==> src/pbp_pkg.sv <==
package pbp_pkg;
    localparam logic [7:0] PBP_CTRL_OFFSET = 8'h1c;
    localparam int PBP_LATCH_BIT = 2;
    localparam int PBP_HV_BIT = 0;
    localparam logic [7:0] PBP_CTRL_RESET = 8'h00;
    localparam logic [12:0] PBP_OPTION_ADDR = 13'h1fdf;
    localparam int PBP_SECURE_BIT = 3;
    localparam logic [12:0] PBP_FIRST_ADDR = 13'h0020;
    localparam logic [12:0] PBP_LAST_ADDR = 13'h1fff;
    localparam logic [12:0] PBP_RAM_LOAD_ADDR = 13'h0050;
    localparam logic [12:0] PBP_RAM_START_ADDR = 13'h0051;
    localparam int PBP_CLK_HZ = 50000000;
    localparam int PBP_BAUD = 9600;
    localparam int PBP_BIT_CYCLES = PBP_CLK_HZ / PBP_BAUD;
    localparam int PBP_PROM_PROGRAM_CONTROL_PULSE_US = 1000;
    localparam int PBP_PROM_PROGRAM_CONTROL_CYCLES =
        PBP_PROM_PROGRAM_CONTROL_PULSE_US * (PBP_CLK_HZ / 1000000);
    typedef enum logic [2:0] {
        PBP_MODE_PROGRAM,
        PBP_MODE_VERIFY,
        PBP_MODE_SECURE_VERIFY,
        PBP_MODE_SECURE_DUMP,
        PBP_MODE_LOAD_RAM,
        PBP_MODE_EXEC_RAM,
        PBP_MODE_DUMP,
        PBP_MODE_IDLE
    } pbp_mode_type;
    function automatic pbp_mode_type pbp_decode_mode(input logic [3:0] sw);
        // sw = {sw_d, sw_c, sw_b, sw_a}
        unique case (sw)
            4'h0: pbp_decode_mode = PBP_MODE_PROGRAM;
            4'h4: pbp_decode_mode = PBP_MODE_VERIFY;
            4'h5: pbp_decode_mode = PBP_MODE_SECURE_VERIFY;
            4'h7: pbp_decode_mode = PBP_MODE_SECURE_DUMP;
            4'h2: pbp_decode_mode = PBP_MODE_LOAD_RAM;
            4'h8: pbp_decode_mode = PBP_MODE_EXEC_RAM;
            4'h6: pbp_decode_mode = PBP_MODE_DUMP;
            default: pbp_decode_mode = PBP_MODE_IDLE;
        endcase
    endfunction
    // on-chip memory map: 0x0020-0x004f, 0x0100-0x1eff, 0x1ff0-0x1fff
    function automatic logic pbp_implemented(input logic [12:0] a);
        pbp_implemented = (a >= 13'h0020 && a <= 13'h004f) ||
            (a >= 13'h0100 && a <= 13'h1eff) ||
            (a >= 13'h1ff0 && a <= 13'h1fff);
    endfunction
endpackage

==> src/pbp_uart_tx.sv <==
`timescale 1ns/1ns
module pbp_uart_tx #(
    parameter int BIT_CYCLES = 5208
) (
    input wire logic clk_i,
    input wire logic resetn_i,
    input wire logic start_i,
    input wire logic [7:0] data_i,
    output logic busy_o,
    output logic txd_o
);
    logic [9:0] shift;
    logic [3:0] bits_left;
    logic [15:0] cnt;
    assign busy_o = bits_left != 4'h0;
    always_ff @(posedge clk_i) begin
        if (!resetn_i) begin
            shift <= 10'h3ff;
            bits_left <= 4'h0;
            cnt <= 16'h0000;
        end else if (start_i && !busy_o) begin
            // one start bit, eight data bits lsb first, one stop bit
            shift <= {1'b1, data_i, 1'b0};
            bits_left <= 4'ha;
            cnt <= 16'(BIT_CYCLES - 1);
        end else if (busy_o) begin
            if (cnt == 16'h0000) begin
                shift <= {1'b1, shift[9:1]};
                bits_left <= bits_left - 4'h1;
                cnt <= 16'(BIT_CYCLES - 1);
            end else begin
                cnt <= cnt - 16'h0001;
            end
        end
    end
    always_ff @(posedge clk_i) begin
        if (!resetn_i) begin
            txd_o <= 1'b1;
        end else begin
            txd_o <= busy_o ? shift[0] : 1'b1;
        end
    end
endmodule

==> src/pbp_top.sv <==
// Chosen here: the strobed register port.
`timescale 1ns/1ns
module pbp_top
    import pbp_pkg::*;
#(
    parameter int PROM_PROGRAM_CONTROL_CYCLES = pbp_pkg::PBP_PROM_PROGRAM_CONTROL_CYCLES,
    parameter int BIT_CYCLES = pbp_pkg::PBP_BIT_CYCLES
) (
    input wire logic clk_i,
    input wire logic resetn_i,
    input wire logic [7:0] reg_addr_i,
    input wire logic [7:0] reg_wdata_i,
    input wire logic reg_wr_i,
    input wire logic reg_rd_i,
    output logic [7:0] reg_rdata_o,
    input wire logic sw_a_i,
    input wire logic sw_b_i,
    input wire logic sw_c_i,
    input wire logic sw_d_i,
    input wire logic [12:0] cpu_addr_i,
    input wire logic [7:0] cpu_wdata_i,
    input wire logic cpu_write_i,
    output logic [12:0] ext_addr_o,
    input wire logic [7:0] ext_data_i,
    output logic [12:0] mem_addr_o,
    output logic [7:0] mem_wdata_o,
    output logic mem_write_o,
    input wire logic [7:0] mem_rdata_i,
    output logic vpp_enable_o,
    output logic red_led_o,
    output logic green_led_o,
    output logic txd_o,
    input wire logic rxd_byte_valid_i,
    input wire logic [7:0] rxd_byte_i,
    output logic [12:0] ram_addr_o,
    output logic [7:0] ram_wdata_o,
    output logic ram_write_o,
    output logic jump_valid_o,
    output logic [12:0] jump_addr_o,
    output logic busy_o,
    output logic fail_o
);
    import pbp_pkg::*;

    typedef enum logic [3:0] {
        ST_START,
        ST_PROM_PROGRAM_CONTROL_RD,
        ST_PROM_PROGRAM_CONTROL_PULSE,
        ST_VER_RD,
        ST_VER_CMP,
        ST_SEC_PULSE,
        ST_DUMP_RD,
        ST_DUMP_SEND,
        ST_DUMP_WAIT,
        ST_LOAD,
        ST_DONE,
        ST_FAIL
    } pbp_state_type;

    pbp_state_type state;
    pbp_mode_type mode;
    logic armed;
    logic latch_arm;
    logic high_voltage_apply;
    logic security_lock;
    logic [12:0] addr;
    logic [12:0] latch_addr;
    logic [7:0] latch_data;
    logic latch_full;
    logic [19:0] timer;
    logic [7:0] load_count;
    logic [7:0] load_seen;
    logic tx_start;
    logic tx_busy;
    logic seq_write;
    logic [7:0] ctrl_read;

    // routine chosen once at reset release; later switch moves ignored
    always_ff @(posedge clk_i) begin
        if (!resetn_i) begin
            armed <= 1'b0;
            mode <= PBP_MODE_IDLE;
        end else if (!armed) begin
            armed <= 1'b1;
            mode <= pbp_decode_mode(
                {sw_d_i, sw_c_i, sw_b_i, sw_a_i});
        end
    end

    // program control register
    always_ff @(posedge clk_i) begin
        if (!resetn_i) begin
            latch_arm <= PBP_CTRL_RESET[PBP_LATCH_BIT];
            high_voltage_apply <= PBP_CTRL_RESET[PBP_HV_BIT];
        end else if (reg_wr_i && reg_addr_i == PBP_CTRL_OFFSET) begin
            latch_arm <= reg_wdata_i[PBP_LATCH_BIT];
            // supply only if the latch bit is set in this same write
            high_voltage_apply <= reg_wdata_i[PBP_HV_BIT] &&
                reg_wdata_i[PBP_LATCH_BIT];
        end
    end

    always_comb begin
        ctrl_read = 8'h00;
        ctrl_read[PBP_LATCH_BIT] = latch_arm;
        ctrl_read[PBP_HV_BIT] = high_voltage_apply;
    end

    always_ff @(posedge clk_i) begin
        if (!resetn_i) begin
            reg_rdata_o <= 8'h00;
        end else if (reg_rd_i && reg_addr_i == PBP_CTRL_OFFSET) begin
            reg_rdata_o <= ctrl_read;
        end else begin
            reg_rdata_o <= 8'h00;
        end
    end

    // programming latches
    always_ff @(posedge clk_i) begin
        if (!resetn_i) begin
            latch_addr <= 13'h0000;
            latch_data <= 8'h00;
            latch_full <= 1'b0;
        end else if (!latch_arm) begin
            latch_full <= 1'b0;
        end else if (cpu_write_i && !latch_full) begin
            latch_addr <= cpu_addr_i;
            latch_data <= cpu_wdata_i;
            latch_full <= 1'b1;
        end
    end

    assign seq_write = state == ST_PROM_PROGRAM_CONTROL_PULSE || state == ST_SEC_PULSE;

    // array path: sequencer, then latched, else transparent cpu path
    always_comb begin
        if (seq_write) begin
            mem_addr_o = state == ST_SEC_PULSE ?
                PBP_OPTION_ADDR : addr;
            mem_wdata_o = state == ST_SEC_PULSE ?
                8'(1 << PBP_SECURE_BIT) : ext_data_i;
            mem_write_o = 1'b1;
        end else if (busy_o) begin
            // compares and dumps must read the walk address, not the cpu's
            mem_addr_o = state == ST_START ? PBP_OPTION_ADDR : addr;
            mem_wdata_o = 8'h00;
            mem_write_o = 1'b0;
        end else if (latch_arm && latch_full) begin
            mem_addr_o = latch_addr;
            mem_wdata_o = latch_data;
            mem_write_o = high_voltage_apply;
        end else begin
            mem_addr_o = cpu_addr_i;
            mem_wdata_o = cpu_wdata_i;
            mem_write_o = 1'b0;
        end
    end

    // supply switched on by the bit or by a sequencer pulse
    always_ff @(posedge clk_i) begin
        if (!resetn_i) begin
            vpp_enable_o <= 1'b0;
        end else begin
            vpp_enable_o <= high_voltage_apply || seq_write;
        end
    end

    pbp_uart_tx #(
        .BIT_CYCLES(BIT_CYCLES)
    ) u_tx (
        .clk_i(clk_i),
        .resetn_i(resetn_i),
        .start_i(tx_start),
        .data_i(mem_rdata_i),
        .busy_o(tx_busy),
        .txd_o(txd_o)
    );

    // routine sequencer
    always_ff @(posedge clk_i) begin
        if (!resetn_i) begin
            state <= ST_START;
            addr <= 13'h0000;
            timer <= 20'h00000;
            security_lock <= 1'b0;
            red_led_o <= 1'b0;
            green_led_o <= 1'b0;
            tx_start <= 1'b0;
            load_count <= 8'h00;
            load_seen <= 8'h00;
            ram_write_o <= 1'b0;
            ram_addr_o <= 13'h0000;
            ram_wdata_o <= 8'h00;
            jump_valid_o <= 1'b0;
            jump_addr_o <= 13'h0000;
            fail_o <= 1'b0;
        end else begin
            tx_start <= 1'b0;
            ram_write_o <= 1'b0;
            unique case (state)
                ST_START: begin
                    addr <= PBP_FIRST_ADDR;
                    if (armed) begin
                        // lock bit taken from the option byte on the array
                        security_lock <= mem_rdata_i[PBP_SECURE_BIT];
                        unique case (mode)
                            PBP_MODE_PROGRAM: begin
                                red_led_o <= 1'b1;
                                state <= ST_PROM_PROGRAM_CONTROL_RD;
                            end
                            PBP_MODE_VERIFY,
                            PBP_MODE_SECURE_VERIFY:
                                state <= ST_VER_RD;
                            PBP_MODE_SECURE_DUMP,
                            PBP_MODE_DUMP:
                                state <= ST_DUMP_RD;
                            PBP_MODE_LOAD_RAM: begin
                                ram_addr_o <= PBP_RAM_LOAD_ADDR;
                                state <= ST_LOAD;
                            end
                            PBP_MODE_EXEC_RAM: begin
                                jump_valid_o <= 1'b1;
                                jump_addr_o <= PBP_RAM_START_ADDR;
                                state <= ST_DONE;
                            end
                            PBP_MODE_IDLE:
                                state <= ST_DONE;
                        endcase
                    end
                end
                ST_PROM_PROGRAM_CONTROL_RD: begin
                    // skipped addresses and zero bytes cost no pulse
                    if (!pbp_implemented(addr) || ext_data_i == 8'h00) begin
                        if (addr == PBP_LAST_ADDR) begin
                            red_led_o <= 1'b0;
                            addr <= PBP_FIRST_ADDR;
                            state <= ST_VER_RD;
                        end else begin
                            addr <= addr + 13'h0001;
                        end
                    end else begin
                        timer <= 20'(PROM_PROGRAM_CONTROL_CYCLES - 1);
                        state <= ST_PROM_PROGRAM_CONTROL_PULSE;
                    end
                end
                ST_PROM_PROGRAM_CONTROL_PULSE: begin
                    if (timer == 20'h00000) begin
                        if (addr == PBP_LAST_ADDR) begin
                            red_led_o <= 1'b0;
                            addr <= PBP_FIRST_ADDR;
                            state <= ST_VER_RD;
                        end else begin
                            addr <= addr + 13'h0001;
                            state <= ST_PROM_PROGRAM_CONTROL_RD;
                        end
                    end else begin
                        timer <= timer - 20'h00001;
                    end
                end
                ST_VER_RD: begin
                    if (security_lock && mode != PBP_MODE_SECURE_VERIFY) begin
                        state <= ST_FAIL;
                    end else begin
                        state <= ST_VER_CMP;
                    end
                end
                ST_VER_CMP: begin
                    if (pbp_implemented(addr) &&
                        mem_rdata_i != ext_data_i) begin
                        fail_o <= 1'b1;
                        state <= ST_FAIL;
                    end else if (addr == PBP_LAST_ADDR) begin
                        if (mode == PBP_MODE_SECURE_VERIFY) begin
                            timer <= 20'(PROM_PROGRAM_CONTROL_CYCLES - 1);
                            state <= ST_SEC_PULSE;
                        end else begin
                            green_led_o <= 1'b1;
                            state <= ST_DONE;
                        end
                    end else begin
                        addr <= addr + 13'h0001;
                        state <= ST_VER_RD;
                    end
                end
                ST_SEC_PULSE: begin
                    if (timer == 20'h00000) begin
                        state <= ST_DONE;
                    end else begin
                        timer <= timer - 20'h00001;
                    end
                end
                ST_DUMP_RD: begin
                    if (security_lock) begin
                        state <= ST_FAIL;
                    end else if (!pbp_implemented(addr)) begin
                        addr <= addr + 13'h0001;
                    end else if (!tx_busy) begin
                        tx_start <= 1'b1;
                        state <= ST_DUMP_SEND;
                    end
                end
                ST_DUMP_SEND:
                    state <= ST_DUMP_WAIT;
                ST_DUMP_WAIT: begin
                    if (!tx_busy) begin
                        if (addr == PBP_LAST_ADDR) begin
                            if (mode == PBP_MODE_SECURE_DUMP) begin
                                timer <= 20'(PROM_PROGRAM_CONTROL_CYCLES - 1);
                                state <= ST_SEC_PULSE;
                            end else begin
                                state <= ST_DONE;
                            end
                        end else begin
                            addr <= addr + 13'h0001;
                            state <= ST_DUMP_RD;
                        end
                    end
                end
                ST_LOAD: begin
                    if (rxd_byte_valid_i) begin
                        ram_write_o <= 1'b1;
                        ram_wdata_o <= rxd_byte_i;
                        if (load_seen != 8'h00) begin
                            ram_addr_o <= ram_addr_o + 13'h0001;
                        end
                        if (load_seen == 8'h00) begin
                            load_count <= rxd_byte_i;
                        end
                        load_seen <= load_seen + 8'h01;
                        // a count larger than the data holds execution off
                        if (load_seen != 8'h00 &&
                            load_seen + 8'h01 == load_count) begin
                            jump_valid_o <= 1'b1;
                            jump_addr_o <= PBP_RAM_START_ADDR;
                            state <= ST_DONE;
                        end
                    end
                end
                ST_DONE: begin
                end
                ST_FAIL: begin
                end
            endcase
        end
    end

    // external bus shows the walk and freezes on failure
    assign ext_addr_o = addr;
    assign busy_o = state != ST_DONE && state != ST_FAIL;
endmodule

==> config.mk <==
export PLATFORM = sky130hd
export DESIGN_NAME = pbp_top
export DESIGN_NICKNAME = d
export VERILOG_FILES = /design/src/pbp_pkg.sv /design/src/pbp_uart_tx.sv /design/src/pbp_top.sv
export SDC_FILE = /design/constraint.sdc
export NUM_CORES = 1
export LEC_CHECK = 0
export ABC_AREA = 1
export BUFFER_PORTS_ARGS = -buffer_cell sky130_fd_sc_hd__buf_2
export CORE_MARGIN = 2
export CORE_UTILIZATION = 49
export CTS_BUF_LIST = sky130_fd_sc_hd__clkbuf_4 sky130_fd_sc_hd__clkbuf_8
export CTS_CLUSTER_DIAMETER = 200
export CTS_CLUSTER_SIZE = 10
export DETAILED_ROUTE_END_ITERATION = 8
export PLACE_DENSITY_LB_ADDON = 0.08
export SLEW_MARGIN = 20
export SYNTH_ARGS = -nofsm -noshare
export SYNTH_HDL_FRONTEND = slang
export SYNTH_HIERARCHICAL = 1
export SYNTH_SLANG_ARGS = --single-unit
==> constraint.sdc <==
create_clock -name clk_i -period 4 [get_ports clk_i]
set_input_delay 1 -clock clk_i [delete_from_list [all_inputs] [get_ports clk_i]]
set_output_delay 1 -clock clk_i [all_outputs]
set_load 0.05 [all_outputs]
### Word level (Yosys, flattened, before mapping)

Cells that the tools add are included.

| cells by class | value |
|---|---|
| $add $sub $neg | 6 |
| magnitude comparators | 6 |
| equality and inequality tests | 52 |
| multiplexer cells | 84 |
| bitwise logic cells | 5 |
| reduce and logical (&&, ||, !) cells | 61 |

Operators by type and width:

| cell | number |
|---|---|
| $mux 13 | 23 |
| $mux 20 | 8 |
| $mux 4 | 20 |
| $pmux 20 s4 | 1 |
| $pmux 13 s6 | 1 |
| $pmux 13 s2 | 2 |
| $pmux 4 s10 | 1 |
| $eq 4x3->1 const B | 8 |
| $mux 8 | 4 |
| $ne 2x2->1 const B | 15 |
| $mux 9 | 3 |
| $add 13x1->13 const B | 2 |
| $le 13x13->1 const B | 2 |
| $pmux 3 s7 | 1 |
| $logic_not 20->1 | 1 |
| $pmux 4 s5 | 1 |
| $reduce_and 2->1 | 10 |
| $sub 20x1->20 const B | 1 |
| $logic_not 16->1 | 1 |
| $logic_not 8->1 | 2 |
| $mux 16 | 1 |
| $sub 16x1->16 const B | 1 |
| $mux 1 | 15 |
| $reduce_and 5->1 | 3 |
| other kinds (42) | 87 |

| storage, ports and cells | value |
|---|---|
| bits in registers | 161 |
| input bits | 71 |
| output and inout bits | 85 |
| logic and storage cells | 245 |

### Depth between registers and ports, before layout

Gate-level depths: netlist (run 1).

| depth | value |
|---|---|
| word-level depth | 8 |
| gate-level depth with buffers | 17 |
| depth with buffers taken out | 16 |

### By module

The synthesis (run 1) kept the hierarchy.

By module, submodules not included:

| module | times used | cells an instance | area an instance (um^2) | sequential area each (um^2) |
|---|---|---|---|---|
| pbp_top | 1 | 1066 | 6821.5 | 2242.2 |
| pbp_uart_tx | 1 | 250 | 1634.1 | 600.6 |

### Least setup slack after synthesis (run 1)

Ideal clock, no wire load.

| timing | value |
|---|---|
| path kind | input-to-output |
| start | input cpu_wdata_i[0] |
| end | output mem_wdata_o[0] |
| arrival time | 2.165 ns |
| required time | 3.000 ns |
| setup slack | 0.835 ns |
| stages | 2 |
| buffers on the path | 0 |
| cell sequence | o21ai_0 -> o21ai_0 |

| on the way | value |
|---|---|
| longest elaborated chain between the ends | 3 |

RTL lines:

| what | line | text |
|---|---|---|
| from (decl) | pbp_top.sv:21 | `input wire logic [7:0] cpu_wdata_i,` |
| $mux 8 | pbp_top.sv:149 | `end else if (latch_arm && latch_full) begin` |
| $mux 8 | pbp_top.sv:144 | `end else if (busy_o) begin` |
| $mux 8 | pbp_top.sv:138 | `if (seq_write) begin` |
| to (decl) | pbp_top.sv:26 | `output logic [7:0] mem_wdata_o,` |

No other way between the ends.

### Final worst setup path (run 1)

| timing | value |
|---|---|
| start | register state[1] |
| end | output mem_addr_o[6] |

| on the way | value |
|---|---|
| longest elaborated chain between the ends | 4 |
| elaborated cells between the ends (all ways) | 11 |
| those cells by class | eq/ne (4); mux (4); reduce/logical (3) |

RTL lines:

| what | line | text |
|---|---|---|
| from (decl) | pbp_top.sv:60 | `pbp_state_type state;` |
| from (signal assigned) | pbp_top.sv:183 | `state <= ST_START;` |
| from (signal assigned) | pbp_top.sv:210 | `state <= ST_PROM_PROGRAM_CONTROL_RD;` |
| from (signal assigned) | pbp_top.sv:214 | `state <= ST_VER_RD;` |
| $logic_not 4->1 or $ne 4x4->1 (tied branches) | pbp_top.sv:146, pbp_top.sv:350 |  |
| $mux 13 or $logic_and 1x1->1 (tied branches) | pbp_top.sv:146, pbp_top.sv:350 |  |
| $mux 13 | pbp_top.sv:144 |  |
| $mux 13 (*) | pbp_top.sv:138 |  |
| to (decl) | pbp_top.sv:25 | `output logic [12:0] mem_addr_o,` |

Every way passes the cells marked *; elsewhere a longest branch is shown, timed or not.

==> results of run 1 <==
## routing by layer
metal | part of all wire (%) | global-route usage (%)
met1 | 48 | 33.4
met2 | 46 | 40.9
met3 | 4.6 | 4.98
met4 | 1.9 | 7.06
met5 | 0 | 0
## area by class of cell
type | count | area share, %
Sequential cell | 142 | 29.6
Clock buffer | 19 | 2.66
Clock inverter | 13 | 1.59
Tap cell | 225 | 2.94
Timing Repair Buffer | 141 | 7.57
Multi-Input combinational cell | 969 | 49.3
Inverter | 161 | 6.32
## power by group through the flow
stage                     clock network (mW)  registers, mW  logic [mW]
after floorplan                            0           1.99        3.27
after global placement                     0           1.89        4.13
after detailed placement                   0           1.89        4.14
after CTS                               1.22           1.86        4.16
after global routing                    1.30           1.90        4.64
final                                   1.20           1.86        4.16
## worst paths after layout
check	from	end	slack (ns)	cells after the start
worst max-delay path	state[1]	mem_addr_o[6]	0.58	8
worst max register to register	ext_addr_o[0]	timer[0]	1.11	12
worst min register to register	u_tx/shift[0]	u_tx/txd_o	0.46	2
worst min-delay path	u_tx/shift[0]	u_tx/txd_o	0.46	2
## critical path, cell delays in order (launching register included)
cell     delay (ns)
dfxtp_1        0.36
inv_2          0.09
nand2_2        0.10
nor2_1         0.33
inv_1          0.19
nand3_1        0.38
o21ai_0        0.17
inv_1          0.09
buf_2          0.26
## logic make-up after synthesis
logic type	Yosys count
AND/OR/NAND/NOR	680
AO/OA/AOI/OAI	226
buffers and inverters	220
flip-flops	142
XOR/XNOR	39
adder cells (fa/ha/maj)	8
other	1
## synth_stat cells (all sizes together)
cell type,n
nor4,8
inv,160
o211ai,5
nand3,109
clkbuf,27
nand4,17
o2111ai,1
nor3,25
conb,1
o21a,5
nor3b,1
o21bai,1
xnor3,1
a21boi,1
ha,8
a21oi,90
a211oi,3
a31oi,3
nand3b,4
dfxtp,142
or2,10
o21ai,115
buf,32
o31ai,2
clkinv,1
xor2,20
nand2,295
xnor2,18
nor2,211
## sequential cells by signal, summed over array words and instances (netlist names), 4 cells and up
signal / flops
timer: 20
u_tx/cnt: 16
ext_addr_o: 13
latch_addr: 13
ram_addr_o: 13
u_tx/shift: 9
latch_data: 8
load_count: 8
load_seen: 8
ram_wdata_o: 8
state: 4
u_tx/bits_left: 4
## per-stage QoR
step	area [µm²]	total power, mW	instances	util (%)	hold WS [ns]
floorplan	8510	5.26	1331	-	0.421
global placement	9180	6.01	1638	53.8	0.441
detailed placement	9180	6.03	1638	53.8	0.445
CTS	9590	7.25	1670	56.2	0.466
global route	9590	7.84	1670	56.2	0.475
finish	9590	7.22	1670	56.2	0.456
==> flow_summary.ini, run 1 <==
[run_status]
status = completed

[grt]
grt_pass1_vias = 7556
grt_remaining_overflow = 0
grt_first_pass_wirelength_um = 36800
grt_start_max_net_pins = 53
grt_antenna_before_repair = 0
grt_usage_pct = 24.9

[floorplan]
start_util_pct = 49.6
rows = 48
dieArea_um2 = 18300
core_um2 = 17100
die_w_um = 135
io_pins = 156
die_h_um = 135

[cts]
cts_setup_buffers = 0
ctsHoldBuffers = 0
clockBufferDepth = 2
clock_latency_ns = 0.45
clkSinkCount = 142
cts_tree = yes
htreeDepth = 4
cts_buffers = 17
clkTransAtPathRegs_ns = 0.08
cts_resized = 0
root_buffer = clkbuf_8

[power]
switching_share_pct = 52.2
p_seq_share_pct = 25.8
p_int_mw = 3.45
peakVddDrop_uv = 993
combPwrFrac_pct = 57.6
p_per_area_nw_per_um2 = 753
clock_power_share_pct = 16.6
p_switching_mw = 3.76
p_leak_nw = 4.52

[synth]
yosys-top-cells-area = dfxtp_1 34%, nand2_1 13%, nor2_1 8.5%
ys_warn_count = 6
synth_area_per_cell_um2 = 6.43
synth_compound_area_share_pct = 14.1
synth-seq-cells = 142
synth_mux_area_share_pct = 0
synth.distinct_cells = 45
synthAdderAreaFrac_pct = 1.18
synth_xor_area_share_pct = 4.20
synth_area_leader_cell = dfxtp_1
syn-instance-count = 1316
netlist.area_leader.share_pct = 33.6
mappedNetlistArea_um2 = 8460
synth_top_family_by_area = simple AND/OR/NAND/NOR gates
ys_seq_area_share_pct = 33.6
yosys.area_share.simple_pct = 35.7

[route]
drtPass1Iterations = 5
drt-vias-per-instance = 5.05
routed_wl_um = 22400
wl_per_cell_um = 13.4
drtIter0Drc = 565
vias = 8430
drc = 0
ant_nets = 0

[final_layout]
final_cell_mix = 282 x nand2_1, 192 x nor2_1, 144 x inv_1
drive_gt1_share_pct = 16.7
antenna_cells = 0
ff_latch_area_um2 = 2840
layout_commonest_cell = nand2_1
fillCellCount = 1785
area_delta_synth_final_pct = 13.4
final_nets = 1511
multi_input_area_um2 = 4720

[hold_path]
hp-class = flop to flop

[critical_path]
crit_fanout = 12
cp-start-kind = flop
criticalPathCategory = flop to output port
crit_required_ns = 3.00
end_kind = output port
worstPathArrival_ns = 2.42

[sta]
rsz0062_at_grt = false
final-hold-violation-count = 0
tns_ns = 0
worst_slew_pin_slew_ns = 0.844
fmax_ghz = 0.292
fin_ws_ns = 0.577
fin_skew_ns = 0.0182
fin_crit_sh_pct = 85.6
fin_crit_ns = 3.42
setup_viol = 0
maxSlewViolCount = 0
slew_headroom_pct = 43.5

[placed_design]
gp_routability_congestion = 0.917
port_buffers = 133
place_ws_ns = 1.03
hpwl_um = 16500

[run]
max_cap_violations = 0
No activity file was read; power rests on OpenSTA's default activity.
==> inputs of run 2 (changes only) <==
--- a/config.mk
+++ b/config.mk
@@ -9,11 +9,12 @@
 export BUFFER_PORTS_ARGS = -buffer_cell sky130_fd_sc_hd__buf_2
 export CORE_MARGIN = 2
 export CORE_UTILIZATION = 49
-export CTS_BUF_LIST = sky130_fd_sc_hd__clkbuf_4 sky130_fd_sc_hd__clkbuf_8
+export CTS_BUF_LIST = sky130_fd_sc_hd__clkbuf_8 sky130_fd_sc_hd__clkbuf_16
 export CTS_CLUSTER_DIAMETER = 200
 export CTS_CLUSTER_SIZE = 10
 export DETAILED_ROUTE_END_ITERATION = 8
 export PLACE_DENSITY_LB_ADDON = 0.08
+export SKIP_LAST_GASP = 1
 export SLEW_MARGIN = 20
 export SYNTH_ARGS = -nofsm -noshare
 export SYNTH_HDL_FRONTEND = slang
==> flow_summary.ini, run 2 (synthesis results as in run 1) <==
[route]
drc = 0
ant_nets = 0
drtPass1Iterations = 5
wl_per_cell_um = 13.5
drt-vias-per-instance = 5.07
routed_wl_um = 22500
vias = 8459
drtIter0Drc = 585

[cts]
cts_resized = 0
cts_tree = yes
root_buffer = clkbuf_16
htreeDepth = 4
cts_buffers = 17
cts_setup_buffers = 0
clkTransAtPathRegs_ns = 0.06
clkSinkCount = 142
clockBufferDepth = 2
ctsHoldBuffers = 0
clock_latency_ns = 0.43

[critical_path]
cp-start-kind = flop
end_kind = output port
crit_required_ns = 3.00
criticalPathCategory = flop to output port
worstPathArrival_ns = 2.42
crit_fanout = 12

[power]
switching_share_pct = 50.0
clock_power_share_pct = 21.0
p_seq_share_pct = 24.4
p_switching_mw = 3.81
power_mw = 7.62
peakVddDrop_uv = 1090
p_leak_nw = 4.60
p_per_area_nw_per_um2 = 780
p_int_mw = 3.81
combPwrFrac_pct = 54.5

[sta]
tns_ns = 0
slew_headroom_pct = 44.4
fin_skew_ns = 0.0122
final-hold-violation-count = 0
worst_slew_pin_slew_ns = 0.831
hold_ws_ns = 0.451
fmax_ghz = 0.293
setup_viol = 0
maxSlewViolCount = 0
fin_ws_ns = 0.581
fin_crit_sh_pct = 85.5
rsz0062_at_grt = false
fin_crit_ns = 3.42

[grt]
grt_pass1_vias = 7585
grt_first_pass_wirelength_um = 36800
grt_start_max_net_pins = 53
grt_usage_pct = 24.9
grt_remaining_overflow = 0
grt_antenna_before_repair = 0

[floorplan]
core_um2 = 17100
rows = 48
die_w_um = 135
io_pins = 156
dieArea_um2 = 18300
start_util_pct = 49.6
die_h_um = 135

[placed_design]
port_buffers = 133
place_ws_ns = 1.03
gp_routability_congestion = 0.917
hpwl_um = 16500

[final_layout]
drive_gt1_share_pct = 16.6
regMostFlops = timer
layout_commonest_cell = nand2_1
largest_registers = timer (20), u_tx/cnt (16)
largest_reg_flops = 20
area_delta_synth_final_pct = 15.6
fillCellCount = 1757
final_util_pct = 57.3
final_cell_mix = 282 x nand2_1, 192 x nor2_1, 145 x inv_1
final_nets = 1511
antenna_cells = 0

[run]
max_cap_violations = 0

[hold_path]
hp-class = flop to flop

[run_status]
status = completed
run 2: worst max-delay path: stages (launching register included):
cell,delay [ns]
dfxtp_1,0.35
inv_2,0.10
nand2_2,0.10
nor2_1,0.32
inv_1,0.18
nand3_1,0.38
o21ai_0,0.19
inv_1,0.11
buf_2,0.26
run 2: per-layer routing:
metal	routed length, µm	up-vias	GRT usage, %
li1	-	4432	-
met1	10500	3788	33.6
met2	10300	207	40.6
met3	1140	32	4.41
met4	520	0	8.22
met5	0	-	0
run 2: path summary, 6_finish.rpt:
| path | end | startpoint | slack, ns | cells after the start |
|---|---|---|---|---|
| setup / recovery | mem_addr_o[8] | state[1] | 0.58 | 8 |
| hold / removal | u_tx/txd_o | u_tx/shift[0] | 0.45 | 2 |
| setup reg to reg | timer[0] | ext_addr_o[0] | 1.11 | 12 |
| hold reg to reg | u_tx/txd_o | u_tx/shift[0] | 0.45 | 2 |
run 2: layout make-up:
cell class / count / area [µm²] / share of cell area [%]
clock buffer: 18 / 439 / 4.49
clock inverter: 14 / 156 / 1.60
inverter: 161 / 606 / 6.19
multi-input combinational: 969 / 4720 / 48.3
sequential: 142 / 2840 / 29.1
tap: 225 / 282 / 2.88
timing repair buffer: 141 / 726 / 7.42
run 2: through the flow:
step	area (µm²)	cells
4_1_cts	9780	1670
2_1_floorplan	8510	1331
6_report	9780	1670
5_1_grt	9780	1670
3_3_place_gp	9180	1638
3_5_place_dp	9180	1638
run 2: power by group through the flow:
| stage | Clock, mW | Combinational, mW | Sequential, mW |
|---|---|---|---|
| 2_1_floorplan | 0 | 3.27 | 1.99 |
| 3_3_place_gp | 0 | 4.13 | 1.89 |
| 3_5_place_dp | 0 | 4.14 | 1.89 |
| 4_1_cts | 1.63 | 4.17 | 1.86 |
| 5_1_grt | 1.70 | 4.64 | 1.90 |
| 6_report | 1.60 | 4.16 | 1.86 |
==> inputs of run 3 (changes only) <==
--- a/config.mk
+++ b/config.mk
@@ -18,5 +18,4 @@
 export SLEW_MARGIN = 20
 export SYNTH_ARGS = -nofsm -noshare
 export SYNTH_HDL_FRONTEND = slang
-export SYNTH_HIERARCHICAL = 1
 export SYNTH_SLANG_ARGS = --single-unit
==> flow_summary.ini, run 3 <==
[run_status]
status = completed

[synth]
syn-instance-count = 1314
async_flop_share_pct = 0
synth.distinct_cells = 43
synth_area_per_cell_um2 = 6.42
synth_common_cells = 277 x nand2_1, 203 x nor2_1, 142 x dfxtp_1
ys_warn_count = 0
synth_area_leader_cell = dfxtp_1
synth-edff-count = 0
yosys-top-cells-area = dfxtp_1 34%, nand2_1 12%, nor2_1 9.0%
synth-seq-cells = 142
ys.flop_type = dfxtp_1
synth_most_common_cell = nand2_1
ys_seq_area_share_pct = 33.7
mappedNetlistArea_um2 = 8440
netlist.area_leader.share_pct = 33.7

[final_layout]
layout_commonest_cell = nand2_1
antenna_cells = 0
design_area_um2 = 9780
ff_latch_area_um2 = 2840
largest_reg_flops = 20
drive_gt1_share_pct = 16.3
multi_input_area_um2 = 4740
largest_registers = timer (20), u_tx.cnt (16)
regMostFlops = timer
final_cell_mix = 277 x nand2_1, 203 x nor2_1, 142 x dfxtp_1
final_nets = 1507
area_delta_synth_final_pct = 15.9
fillCellCount = 1669

[placed_design]
dpl_cell_area_um2 = 9130
port_buffers = 133
gp_routability_congestion = 0.922
hpwl_um = 16200

[route]
met2_wirelength_um = 9840
ant_nets = 0
drc = 0
drtPass1Iterations = 5
wl_per_cell_um = 13.7
vias = 8501
met1Wirelength_um = 11300
drtIter0Drc = 614
top_layer_used = met4
wl_met3_um = 1450
drt-vias-per-instance = 5.12
routed_wl_um = 22700

[cts]
clock_latency_ns = 0.43
ctsHoldBuffers = 0
root_buffer = clkbuf_16
cts_buffers = 17
clkTransAtPathRegs_ns = 0.06
cts_setup_buffers = 0
clockBufferDepth = 2
htreeDepth = 4
cts_resized = 0
cts_tree = yes
clkSinkCount = 142

[floorplan]
rows = 47
start_util_pct = 50.5
die_w_um = 135
io_pins = 156
core_um2 = 16700
die_h_um = 135
dieArea_um2 = 18300

[critical_path]
criticalPathCategory = flop to output port
crit_top_cell = inv_1
cp_num_buf_inv = 4
cp-start-kind = flop
crit_fanout = 21
rrSetupSlack_ns = 1.21
crit_chain = nand2_1, nor2_1, buf_4, inv_1, nand3_1, o21ai_0, inv_1, buf_2
r2r_end = timer[18]
end_kind = output port
worstPathArrival_ns = 2.42
crit_family = buffers and inverters
reg2reg_depth = 10
cp_slowest_cell = dfxtp_1
rr_startpoint = ext_addr_o[0]
cpPeakStageDelay_ns = 0.44
crit_required_ns = 3.00

[grt]
grt_first_pass_wirelength_um = 37900
grt_antenna_before_repair = 0
grt_start_max_net_pins = 75
grt_usage_pct = 25.5
grt_remaining_overflow = 0
grt_pass1_vias = 7727

[hold_path]
hold_start = u_tx.shift[0]
min_to = u_tx.txd_o
hold_depth = 2
hp-class = flop to flop

[power]
clock_power_share_pct = 23.6
p_int_mw = 3.81
p_per_area_nw_per_um2 = 757
power_mw = 7.40
peakVddDrop_uv = 599
p_seq_share_pct = 24.3
switching_share_pct = 48.5
p_switching_mw = 3.59
combPwrFrac_pct = 52.1
p_leak_nw = 4.55

[sta]
worst_slew_pin_slew_ns = 0.733
setup_viol = 0
tns_ns = 0
maxSlewViolCount = 0
rsz0062_at_grt = false
slew_headroom_pct = 51.1
final-hold-violation-count = 0
fin_skew_ns = 0.00900
fmax_ghz = 0.292
fin_crit_sh_pct = 85.6
fin_crit_ns = 3.42

[run]
max_cap_violations = 0
==> run 3: changes by cell type in the layout (fill, tap and decap cells not counted), sizes merged, moves of 7 or more <==
cell	change
a21oi	+19
inv	-22
nand2	-7
nand3	-8
nor2	+7
o21ai	-11
xor2	+9
==> run 3: metrics by stage <==
stage / worst slack [ns] / instances / utilization [%] / hold slack (ns)
floorplan: 0.816 / 1329 / - / 0.416
global placement: 1.06 / 1628 / 54.7 / 0.429
detailed placement: 1.08 / 1628 / 54.7 / 0.432
CTS: 0.615 / 1660 / 58.5 / 0.446
global route: 0.376 / 1660 / 58.5 / 0.463
finish: 0.578 / 1660 / 58.5 / 0.440
==> run 3: cell families (layout without fill, tap and decap cells) <==
family	Yosys count	after routing	synth area share, %
compound gates	234	234	14.7
buf+inv	208	319	10.8
other cells	1	16	0.0444
flops	142	142	33.7
fa+ha+maj	9	9	1.33
xor+xnor	42	42	4.36
simple gates	678	678	35.1
==> run 3: worst max-delay path by stage <==
stage	slack, ns	cells after the start	to	from
finish	0.58	8	mem_addr_o[11]	state[3]
global route	0.38	8	mem_addr_o[12]	state[3]
CTS	0.61	8	mem_addr_o[11]	state[3]
detailed placement	1.08	8	mem_addr_o[11]	state[3]
global placement	1.06	8	mem_addr_o[11]	state[3]
floorplan	0.82	4	mem_write_o	state[3]
==> run 3: area by class of cell <==
class,instances,share of cell area (%)
clock buffers,17,4.35
clock inverters,15,2.25
inverters,145,5.57
multi-input cells,979,48.4
flip-flops and latches,142,29.1
well taps,220,2.82
repair buffers,142,7.50
==> run 3: tightest hold or removal path: stages, from the launching register on <==
cell,delay [ns]
dfxtp_1,0.30
inv_1,0.04
nand3_1,0.06
==> run 3: metal layers <==
layer | track usage (%) | up-vias
met5 | 0 | -
met4 | 4.92 | 0
met3 | 6.85 | 16
met2 | 39.3 | 228
met1 | 36.3 | 3815
li1 | - | 4442
==> run 3: power by group through the flow <==
stage / Sequential (mW) / Clock, mW / Combinational (mW)
after floorplan: 1.93 / 0 / 3.02
final: 1.80 / 1.75 / 3.85
after detailed placement: 1.82 / 0 / 3.82
after CTS: 1.79 / 1.78 / 3.85
after global placement: 1.82 / 0 / 3.80
after global routing: 1.82 / 1.84 / 4.31
